### config.mk
export PLATFORM = sky130hd
export DESIGN_NAME = smd_seq
export DESIGN_NICKNAME = d
export VERILOG_FILES = /design/src/core/smd_pkg.sv /design/src/core/smd_alu_if.sv /design/src/core/smd_alu.sv /design/src/core/smd_seq.sv
export VERILOG_INCLUDE_DIRS = /design/src /design/src/core
export SDC_FILE = /design/constraint.sdc
export NUM_CORES = 2
export LEC_CHECK = 0
export CAP_MARGIN = 20
export CORE_MARGIN = 5
export CORE_UTILIZATION = 65
export CTS_CLUSTER_DIAMETER = 60
export DETAILED_ROUTE_END_ITERATION = 16
export DONT_BUFFER_PORTS = 1
export GPL_TIMING_DRIVEN = 0
export PLACE_DENSITY = 0.81
export SYNTH_ARGS = -nofsm -noshare
export SYNTH_HDL_FRONTEND = slang
export SYNTH_SLANG_ARGS = --single-unit
export TNS_END_PERCENT = 1
### constraint.sdc
create_clock -name clock -period 129.2 [get_ports clock]
set_clock_uncertainty 0.2 [all_clocks]
set_input_delay 25.84 -clock clock [delete_from_list [all_inputs] [get_ports clock]]
set_output_delay 25.84 -clock clock [all_outputs]
set_load 0.01 [all_outputs]
### src/core/smd_defs.svh
// Constants for the sequential multiplier/divider sequencer.
`ifndef SMD_DEFS_SVH
`define SMD_DEFS_SVH
`define SMD_DATA_W 16
`define SMD_ACC_W 32
`define SMD_ACC_ZERO 32'h00000000
`define SMD_CODE_MUL_MAX 3'h3
`define SMD_CODE_DIV_DBL 3'h4
`define SMD_CODE_FRAC 3'h5
`define SMD_CODE_INT 3'h6
`define SMD_CODE_READ 3'h7
`define SMD_LOADS_NONE 2'h0
`define SMD_LOADS_X 2'h1
`define SMD_LOADS_XZ 2'h2
`define SMD_LOADS_XZW 2'h3
`define SMD_CNT_W 5
`define SMD_MUL_CYCLES 5'h08
`define SMD_DIV_CYCLES 5'h14
`define SMD_CNT_ZERO 5'h00
`define SMD_CNT_LAST 5'h01
`define SMD_HALF_ZERO 16'h0000
`define SMD_ROUND_ADD 32'h00008000
`define SMD_HIGH_MASK 32'hffff0000
`endif

### src/core/smd_pkg.sv
// Types and helpers shared by the multiplier/divider sequencer modules.
`default_nettype none
package smd_pkg;
	typedef enum logic [1:0] {kind_mul, kind_div, kind_round} smd_kind_t;
	typedef enum logic [3:0] {
		st_idle, st_load, st_run, st_done_mul, st_done_div, st_read_hi, st_read_lo
	} smd_state_t;
	function automatic logic [31:0] smd_sext(input logic [15:0] v);
		smd_sext = {{16{v[15]}}, v};
	endfunction
endpackage
`default_nettype wire

### src/core/smd_alu_if.sv
// Link between the sequencer and its arithmetic unit.
`default_nettype none
interface smd_alu_if;
	logic start;
	smd_pkg::smd_kind_t kind;
	logic neg;
	logic frac;
	logic [15:0] x;
	logic [15:0] y;
	logic [31:0] addend;
	logic [31:0] dividend;
	logic [31:0] acc;
	logic busy;
	logic done;
	modport seq (output start, kind, neg, frac, x, y, addend, dividend, input acc, busy, done);
	modport alu (input start, kind, neg, frac, x, y, addend, dividend, output acc, busy, done);
endinterface
`default_nettype wire

### src/core/smd_alu.sv
// Arithmetic unit: timed multiply and divide, and an immediate round, on the double-length accumulator.
`default_nettype none
`include "smd_defs.svh"
module smd_alu (
	input wire logic clock,
	input wire logic nrst,
	smd_alu_if.alu io
);
	logic [`SMD_CNT_W-1:0] cnt, next_cnt;
	logic [31:0] acc, next_acc;
	logic [31:0] pend, next_pend;

	function automatic logic [31:0] mul_res(input logic [15:0] x, input logic [15:0] y,
		input logic neg, input logic frac, input logic [31:0] add);
		logic signed [31:0] p;
		p = $signed(x) * $signed(y);
		if (frac)
			p = p <<< 1;
		mul_res = (neg ? 32'(-p) : 32'(p)) + add;
	endfunction

	function automatic logic [31:0] div_res(input logic [31:0] dd, input logic [15:0] x,
		input logic frac, input logic [31:0] keep);
		logic signed [32:0] num, den, q, r;
		num = {dd[31], dd};
		den = {{17{x[15]}}, x};
		if (frac)
			den = den <<< 1;
		if (x == `SMD_HALF_ZERO) begin
			div_res = keep;
		end else begin
			q = num / den;
			r = num % den;
			// Remainder keeps the dividend's sign, as signed % does.
			div_res = {q[15:0], r[15:0]};
		end
	endfunction

	// The result is formed at start and released after the fixed run time; the
	// operands are therefore captured at once, which frees the first rank for reloads.
	always_comb begin
		next_cnt = cnt;
		next_acc = acc;
		next_pend = pend;
		if (io.start && cnt == `SMD_CNT_ZERO) begin
			case (io.kind)
				smd_pkg::kind_mul: begin
					next_pend = mul_res(io.x, io.y, io.neg, io.frac, io.addend);
					next_cnt = `SMD_MUL_CYCLES;
				end
				smd_pkg::kind_div: begin
					next_pend = div_res(io.dividend, io.x, io.frac, acc);
					// Fractional division runs one period shorter.
					next_cnt = `SMD_DIV_CYCLES - {4'h0, io.frac};
				end
				default: next_acc = (acc + `SMD_ROUND_ADD) & `SMD_HIGH_MASK;
			endcase
		end else if (cnt != `SMD_CNT_ZERO) begin
			next_cnt = cnt - `SMD_CNT_LAST;
			if (cnt == `SMD_CNT_LAST)
				next_acc = pend;
		end
	end

	always_ff @(posedge clock) begin
		if (!nrst) begin
			cnt <= `SMD_CNT_ZERO;
			acc <= `SMD_ACC_ZERO;
			pend <= `SMD_ACC_ZERO;
		end else begin
			cnt <= next_cnt;
			acc <= next_acc;
			pend <= next_pend;
		end
	end

	assign io.acc = acc;
	assign io.busy = cnt != `SMD_CNT_ZERO;
	assign io.done = cnt == `SMD_CNT_LAST;
endmodule
`default_nettype wire

### src/core/smd_seq.sv
// Sequencer of a 16-bit bus-oriented sequential multiplier/divider.
`default_nettype none
`include "smd_defs.svh"
// Behaviour
// - Action and next state each period follow from present state and current code.
// - After a read or round the sequencer returns to idle and starts afresh.
// - Chained operations skip idle and continue from the multiply or divide end state.
// - The multiplicand is two-rank so a new one may load while an operation runs.
// - Without a fresh multiplicand the previously held one is reused.
// - Each arithmetic operation has its own code sequence and duration and may chain.
// - A round or read is accepted at the end of any arithmetic operation.
// - After the multiplicand a code 6 loads the high addend half used by codes 0 and 1.
// - A second code 6 loads the low half, giving a double or sign-extended addend.
// - Code 5 on the first load selects fractions, code 6 selects integers.
// - While activation is high the device ignores codes and floats the bus; a running operation still counts on to its end state.
// - Code 7 with activation low drives the high half, then the low half next period.
// - A read code during loading aborts the load and returns to idle, except after a lone fraction multiplicand, where it rounds and reads.
module smd_seq (
	input wire logic clock,
	input wire logic nrst,
	input wire logic op_code_bit2,
	input wire logic op_code_bit1,
	input wire logic op_code_bit0,
	input wire logic go_n,
	input wire logic [`SMD_DATA_W-1:0] bus_in,
	output logic [`SMD_DATA_W-1:0] bus_out,
	output logic bus_oe
);
	smd_alu_if alu_link ();

	smd_alu u_alu (
		.clock(clock),
		.nrst(nrst),
		.io(alu_link.alu)
	);

	smd_pkg::smd_state_t st, next_st;
	logic [1:0] loads, next_loads;
	logic [15:0] held_multiplicand, next_held;
	logic [15:0] z_in, next_z;
	logic [15:0] w_in, next_w;
	logic frac, next_frac;
	logic div_op, next_div;
	logic start;
	smd_pkg::smd_kind_t kind;
	logic [2:0] code;
	logic [31:0] acc;
	logic armed;

	assign code = {op_code_bit2, op_code_bit1, op_code_bit0};
	assign acc = alu_link.acc;
	assign armed = st == smd_pkg::st_idle || st == smd_pkg::st_load
		|| st == smd_pkg::st_done_mul || st == smd_pkg::st_done_div;

	// Addend picked by how many operands were loaded and whether the code accumulates.
	function automatic logic [31:0] mul_addend(input logic [1:0] n, input logic acc_sel,
		input logic [31:0] k, input logic [15:0] z, input logic [15:0] w);
		case (n)
			`SMD_LOADS_XZ: mul_addend = acc_sel ? smd_pkg::smd_sext(k[31:16])
				: {z, `SMD_HALF_ZERO};
			`SMD_LOADS_XZW: mul_addend = acc_sel ? smd_pkg::smd_sext(w) : {z, w};
			default: mul_addend = acc_sel ? k : `SMD_ACC_ZERO;
		endcase
	endfunction

	function automatic logic [31:0] div_dividend(input logic [1:0] n, input logic single,
		input logic [31:0] k, input logic [15:0] z, input logic [15:0] w,
		input logic [15:0] b);
		case (n)
			`SMD_LOADS_X: div_dividend = single ? smd_pkg::smd_sext(k[31:16])
				: smd_pkg::smd_sext(k[15:0]);
			`SMD_LOADS_XZ: div_dividend = single ? smd_pkg::smd_sext(z) : {z, b};
			`SMD_LOADS_XZW: div_dividend = smd_pkg::smd_sext(w);
			default: div_dividend = k;
		endcase
	endfunction

	assign alu_link.start = start;
	assign alu_link.kind = kind;
	assign alu_link.neg = code[0];
	assign alu_link.frac = frac;
	// The unit captures this first rank at start, forming the second rank.
	assign alu_link.x = held_multiplicand;
	assign alu_link.y = bus_in;
	assign alu_link.addend = mul_addend(loads, code[1], acc, z_in, w_in);
	assign alu_link.dividend = div_dividend(loads, code == `SMD_CODE_FRAC, acc, z_in, w_in,
		bus_in);

	always_comb begin
		next_st = st;
		next_loads = loads;
		next_held = held_multiplicand;
		next_z = z_in;
		next_w = w_in;
		next_frac = frac;
		next_div = div_op;
		start = 1'b0;
		kind = smd_pkg::kind_mul;
		case (st)
			smd_pkg::st_run: begin
				// Loading while processing saves a period in chained work.
				if (!go_n && (code == `SMD_CODE_FRAC || code == `SMD_CODE_INT)) begin
					next_held = bus_in;
					next_loads = `SMD_LOADS_X;
					next_frac = code == `SMD_CODE_FRAC;
				end
				if (alu_link.done)
					next_st = div_op ? smd_pkg::st_done_div : smd_pkg::st_done_mul;
			end
			smd_pkg::st_idle, smd_pkg::st_load, smd_pkg::st_done_mul,
			smd_pkg::st_done_div: begin
				if (!go_n) begin
					if (code <= `SMD_CODE_MUL_MAX) begin
						start = 1'b1;
						next_st = smd_pkg::st_run;
						next_loads = `SMD_LOADS_NONE;
						next_div = 1'b0;
					end else if (code == `SMD_CODE_DIV_DBL
						|| (code == `SMD_CODE_FRAC && loads != `SMD_LOADS_NONE)) begin
						start = 1'b1;
						kind = smd_pkg::kind_div;
						next_st = smd_pkg::st_run;
						next_loads = `SMD_LOADS_NONE;
						next_div = 1'b1;
					end else if (code == `SMD_CODE_READ) begin
						next_loads = `SMD_LOADS_NONE;
						if (loads == `SMD_LOADS_NONE) begin
							next_st = smd_pkg::st_read_hi;
						end else if (loads == `SMD_LOADS_X && frac) begin
							start = 1'b1;
							kind = smd_pkg::kind_round;
							next_st = smd_pkg::st_read_hi;
						end else begin
							next_st = smd_pkg::st_idle;
						end
					end else if (loads == `SMD_LOADS_NONE) begin
						next_held = bus_in;
						next_frac = code == `SMD_CODE_FRAC;
						next_loads = `SMD_LOADS_X;
						next_st = smd_pkg::st_load;
					end else if (loads == `SMD_LOADS_X) begin
						next_z = bus_in;
						next_w = `SMD_HALF_ZERO;
						next_loads = `SMD_LOADS_XZ;
						next_st = smd_pkg::st_load;
					end else if (loads == `SMD_LOADS_XZ) begin
						next_w = bus_in;
						next_loads = `SMD_LOADS_XZW;
						next_st = smd_pkg::st_load;
					end else begin
						// A fourth load is incomplete; it is dropped back to idle.
						next_loads = `SMD_LOADS_NONE;
						next_st = smd_pkg::st_idle;
					end
				end
			end
			smd_pkg::st_read_hi: begin
				if (!go_n)
					next_st = code == `SMD_CODE_READ ? smd_pkg::st_read_lo
						: smd_pkg::st_idle;
			end
			smd_pkg::st_read_lo: begin
				if (!go_n)
					next_st = code == `SMD_CODE_READ ? smd_pkg::st_read_hi
						: smd_pkg::st_idle;
			end
			default: next_st = smd_pkg::st_idle;
		endcase
	end

	always_ff @(posedge clock) begin
		if (!nrst) begin
			st <= smd_pkg::st_idle;
			loads <= `SMD_LOADS_NONE;
			held_multiplicand <= `SMD_HALF_ZERO;
			z_in <= `SMD_HALF_ZERO;
			w_in <= `SMD_HALF_ZERO;
			frac <= 1'b0;
			div_op <= 1'b0;
		end else begin
			st <= next_st;
			loads <= next_loads;
			held_multiplicand <= next_held;
			z_in <= next_z;
			w_in <= next_w;
			frac <= next_frac;
			div_op <= next_div;
		end
	end

	// Bus data is a select between accumulator flip-flops; no extra stage is added.
	assign bus_oe = !go_n && (st == smd_pkg::st_read_hi || st == smd_pkg::st_read_lo);
	assign bus_out = st == smd_pkg::st_read_lo ? acc[15:0] : acc[31:16];
endmodule
`default_nettype wire

== After elaboration in Yosys (flattened, before gate mapping) ==
Cells that the tools add are included.

* Output and inout bits: 17
* Register bits after elaboration: 125
* Logic and storage cells: 164

* Eq/ne operators: 26
* Reductions and logical operators: 33
* $add $sub $neg: 5
* Multiply operators: 1
* Multiplexer cells: 81
* Div/mod/pow operators: 2
* Magnitude comparators: 1
* Bitwise logic cells: 5

{| class="wikitable"
|+ Operator list
! cell !! number
|-
| 32-bit two-way mux || 13
|-
| 16-bit two-way mux || 10
|-
| 32-bit one-hot mux with 2 select lines || 2
|-
| 32-bit one-hot mux with 3 select lines || 1
|-
| 33-bit two-way mux || 2
|-
| 33-bit by 33-bit divider with 33-bit output || 1
|-
| 33-bit by 33-bit modulo with 33-bit output || 1
|-
| 32-bit by 16-bit adder with 32-bit output (second input constant) || 1
|-
| 32-bit adder || 1
|-
| 16-bit by 16-bit multiplier with 32-bit output || 1
|-
| 32-bit negation || 1
|-
| 16-bit one-hot mux with 2 select lines || 1
|-
| 31-bit two-way mux || 1
|-
| 2-bit two-way mux || 15
|-
| 4-bit two-way mux || 7
|-
| 7-bit AND reduction || 3
|-
| 2-bit != test (second input constant) || 10
|-
| 1-bit two-way mux || 18
|-
| 16-bit logical NOT || 1
|-
| 4-bit one-hot mux with 4 select lines || 1
|-
| 3-bit two-way mux || 5
|-
| 2-bit nonzero test || 7
|-
| 3-bit equality test (second input constant) || 4
|-
| 4-bit by 3-bit equality test with 1-bit output (second input constant) || 3
|-
| other kinds (26) || 44
|}

== Longest topological paths before layout ==
* Depth in word-level cells: 16
* Gate-level depth with buffers: 411

== Hierarchy ==
Synthesis repeated with hierarchy kept, for this count alone.

* Cells, all modules: 7373
* Area total of the unflattened synthesis: 52599.2 um^2

{| class="wikitable"
|+ Modules (own cells, without submodules)
! module !! times used !! sequential area each (um^2) !! area each (um^2) !! cells each
|-
| smd_alu || 1 || 1381.3 || 48296.3 || 6787
|-
| smd_seq || 1 || 1101.1 || 4302.9 || 586
|}

== Least setup slack after synthesis ==
OpenSTA, ideal clock, no wires.

* Path kind: input to register
* Start point: input op_code_bit1
* End point: register u_alu.pend[7]
* Setup slack: 23.884 ns
* Cell stages on the path: 370
* Arrival time: 105.025 ns
* Path buffers: 62
* Cell sequence: and3b_1 -> buf_6 -> mux2_4 -> a222oi_1 -> a2bb2oi_2 -> and4_1 -> nand4_1 -> nor3_1 -> ha_1 -> a21oi_1 -> nor2_1 -> o22a_1 -> ha_1 -> o21a_1 -> o21ai_0 -> nand2b_1 -> nor4b_1 -> a21oi_1 -> [... 334 more ...] -> a21o_1 -> a21o_1 -> a21o_1 -> a21o_1 -> a21oi_1 -> o21ai_0 -> nor3_1 -> a211oi_1 -> clkbuf_1 -> nor2_1 -> a211o_1 -> or4_4 -> nor3_2 -> nor2_1 -> xnor2_1 -> nor2_1 -> or3_1 -> a311oi_1

* Longest elaborated chain between the ends: 10
* Elaborated cells on any way between the ends: 31
* Classes of those cells: add/sub (1); div (1); order compare (1); eq/ne (4); mux (18); reduce/logical (6)

{| class="wikitable"
|+ RTL lines
! item !! RTL line !! text
|-
| start, declared || smd_seq.sv:22 || <nowiki>input wire logic op_code_bit1,</nowiki>
|-
| branches (longest 10 deep; another with 33-bit by 33-bit modulo with 33-bit output) || n/a ||
|-
| end signal, assigned || smd_alu.sv:69 || <nowiki>pend <= `SMD_ACC_ZERO;</nowiki>
|-
| end signal, assigned || smd_alu.sv:73 || <nowiki>pend <= next_pend;</nowiki>
|-
| end, declared || smd_alu.sv:11 || <nowiki>logic [31:0] pend, next_pend;</nowiki>
|}

Several ways; the timed one is not identified.
A chain may end at the register's enable or synchronous reset.

== Final worst setup path ==
* Start point: input op_code_bit1
* End point: register u_alu.pend[26]

* Longest elaborated chain between the ends: 10
* Elaborated cells on any way between the ends: 32
* Classes of those cells: add/sub (1); div (1); order compare (1); eq/ne (4); mux (19); reduce/logical (6)

{| class="wikitable"
|+ RTL lines
! item
|-
| branches (longest 10 deep; another with 33-bit by 33-bit divider with 33-bit output)
|}

Several ways; the timed one is not identified.

==> flow_summary.ini <==
[logic_synthesis]
ys_ff_latch = 124
synth_area_per_cell_sq_um = 7.15
synth_edf_count = 0
synth_seq_area_share_pct = 4.73
yosysWarnings = 0
yosysUniqueCellTypes = 125
ys_async_sr_fraction_pct = 0
synthFlopType = dfxtp_1
synth_cells = 7333
netlist_area_sq_um = 52400

[global_routing]
grt_usage_pct = 44.5
antenna_found_initial = 6
grt_pass1_vias = 54787
gr-total-overflow = 0
grt_max_degree = 35
grt_pass1_wl_um = 307000

[die]
initial_core_util_pct = 65.3
rows = 104
coreArea_sq_um = 80300
die_area_sq_um = 86500
die_w_um = 294
io_pins = 39
die_h_um = 294

[layout]
areaGrowthSynthToFinish_pct = 5.97
instances_no_fill = 8582
drive_gt1_share_pct = 5.51
utilization_pct = 69.2
fin_area_sq_um = 55600
final_common_cell = nand2_1
layout_common_cells = nand2_1, ha_1, nor2_1
final_nets = 8482

[worst_setup_path]
cp_max_fo = 19
startpoint = op_code_bit1
critPathArrivalTime_ns = 124.75
slowest_stage = xnor2_1
cp-end-kind = register
startpoint_type = primary input
reg2reg_depth = 377
crit_type = primary input to register
r2r_slack_ns = 25.00
crit_required_ns = 129.30
r2r-end = u_alu.pend[26]
crit_top_cell = a21oi_1
r2r-start = alu_link.frac
max_stage_delay_ns = 0.78

[placement]
dp.cells = 8550
place_hpwl_um = 163000
port_buffers = 0
place_congestion = 1.08
dpl_cell_area_sq_um = 54700

[routing]
first_iter_violations = 6801
drtPass1Iterations = 7
wirelength_um = 202000
dr_total_vias = 58301
via_per_inst = 6.79
wl_per_cell_um = 23.5
drc = 0
ant_nets = 0

[outcome]
status = completed

[clock_tree]
tritoncts = yes
root_buffer = clkbuf_16
clk_pin_slew_ns = 0.06
cts_buffers = 17
clock_latency_ns = 0.46
htreeDepth = 4
ctsHoldBuffers = 0
clock_sinks = 124
clock_path_buffers = 2

[timing]
slew_headroom_pct = 18.8
setup_viol = 0
final-hold-violation-count = 0
min_period_over_period_pct = 96.5
tns_ns = 0
slew_viol_final = 0
fmax_mhz = 8.02
fin_crit_ns = 124.65
grt_setup_unrepaired = no
worst_slew_pin_slew_ns = 1.21

[min_path]
min_path_type = register to register
min_to = u_alu.pend[31]
min_path_cells = 2
holdCritStartpoint = u_alu.pend[31]

[job]
cap_violations = 0
## cell type report
class	instances	area (sq um)
multi-input cells	6519	47500
fillers	7134	24700
flip-flops and latches	124	2480
inverters	502	1880
plain buffers	320	1360
well taps	1060	1330
clock buffers	19	453
repair buffers	23	353
clock inverters	12	186
diodes	3	7.51
## how the worst max path moves through the flow
stage                           to  slack, ns  cells after the start
floorplan            u_alu.pend[7]      23.88                    370
global placement    u_alu.pend[10]      -3.52                    371
detailed placement  u_alu.pend[10]      -3.53                    376
CTS                 u_alu.pend[10]       0.14                    372
global route         u_alu.pend[7]       0.11                    379
finish              u_alu.pend[26]       4.55                    369
## critical path, delay by kind of cell
family,cells,cell delay [ns]
adder cells (fa/ha/maj),33,9.96
AO/OA/AOI/OAI,170,43.52
AND/OR/NAND/NOR,93,19.96
buffers and inverters,69,23.34
multiplexers,3,0.97
XOR/XNOR,1,0.78
## cell families (layout without fill, tap and decap cells)
group,count (synthesis),after routing,synth area share (%)
muxes,147,147,2.99
other,2,140,0.0143
AOI/OAI and AO/OA,2169,2169,27.6
and+or+nand+nor,2631,2631,24.0
xor gates and xnor gates,482,482,8.05
adders and majority gates,953,953,26.5
buffers and inverters,825,876,6.07
DFF,124,124,4.73
## sequential cells by signal, summed over array words and instances (netlist names)
name,count
u_alu.io.acc,32
z_in,16
st,3
u_alu.pend,32
u_alu.cnt,5
alu_link.x,16
div_op,1
alu_link.frac,1
loads,2
w_in,16
## cells in the mapped netlist, drive strengths merged, types with 81 or more instances
cell	instances	share of area, %
xnor2	289	4.8
fa	264	10
ha	689	16
and2	159	1.9
nor2b	86	1.0
clkbuf	244	1.7
o21a	141	2.0
or3	94	1.1
nand3	199	1.9
xor2	193	3.2
nor2	636	4.6
o21ai	425	4.1
o211ai	92	1.3
a21o	204	2.9
mux2i	81	1.6
nor3	209	2.1
a21oi	584	5.6
inv	500	3.6
a31oi	115	1.5
dfxtp	124	4.7
nand2b	97	1.2
nand2	835	6.0
## layer usage
layer / vias to the layer above / track usage, % / routed length (um)
met2: 3656 / 69.4 / 85300
met4: 4 / 26.6 / 15100
li1: 26616 / - / -
met3: 829 / 10.6 / 25600
met5: - / 0 / 29
met1: 27196 / 56.1 / 75400
## per-stage QoR
stage          hold WS (ns)  setup WS, ns
6_report              0.259          4.55
5_1_grt               0.266         0.113
4_1_cts               0.258         0.138
3_5_place_dp          0.250         -3.53
3_3_place_gp          0.245         -3.52
2_1_floorplan         0.232         23.88
## timing repair
item,in CTS,in global routing
gates resized for setup,16,123
cloned,0,0
setup buffers,1,0
pin swaps,1,0
setup endpoints to repair,32,32
hold endpoints to repair,0,0
Power is left out: the tool's default activity adds up to more than one toggle a clock period on the data nets, which glitch-free logic cannot reach.
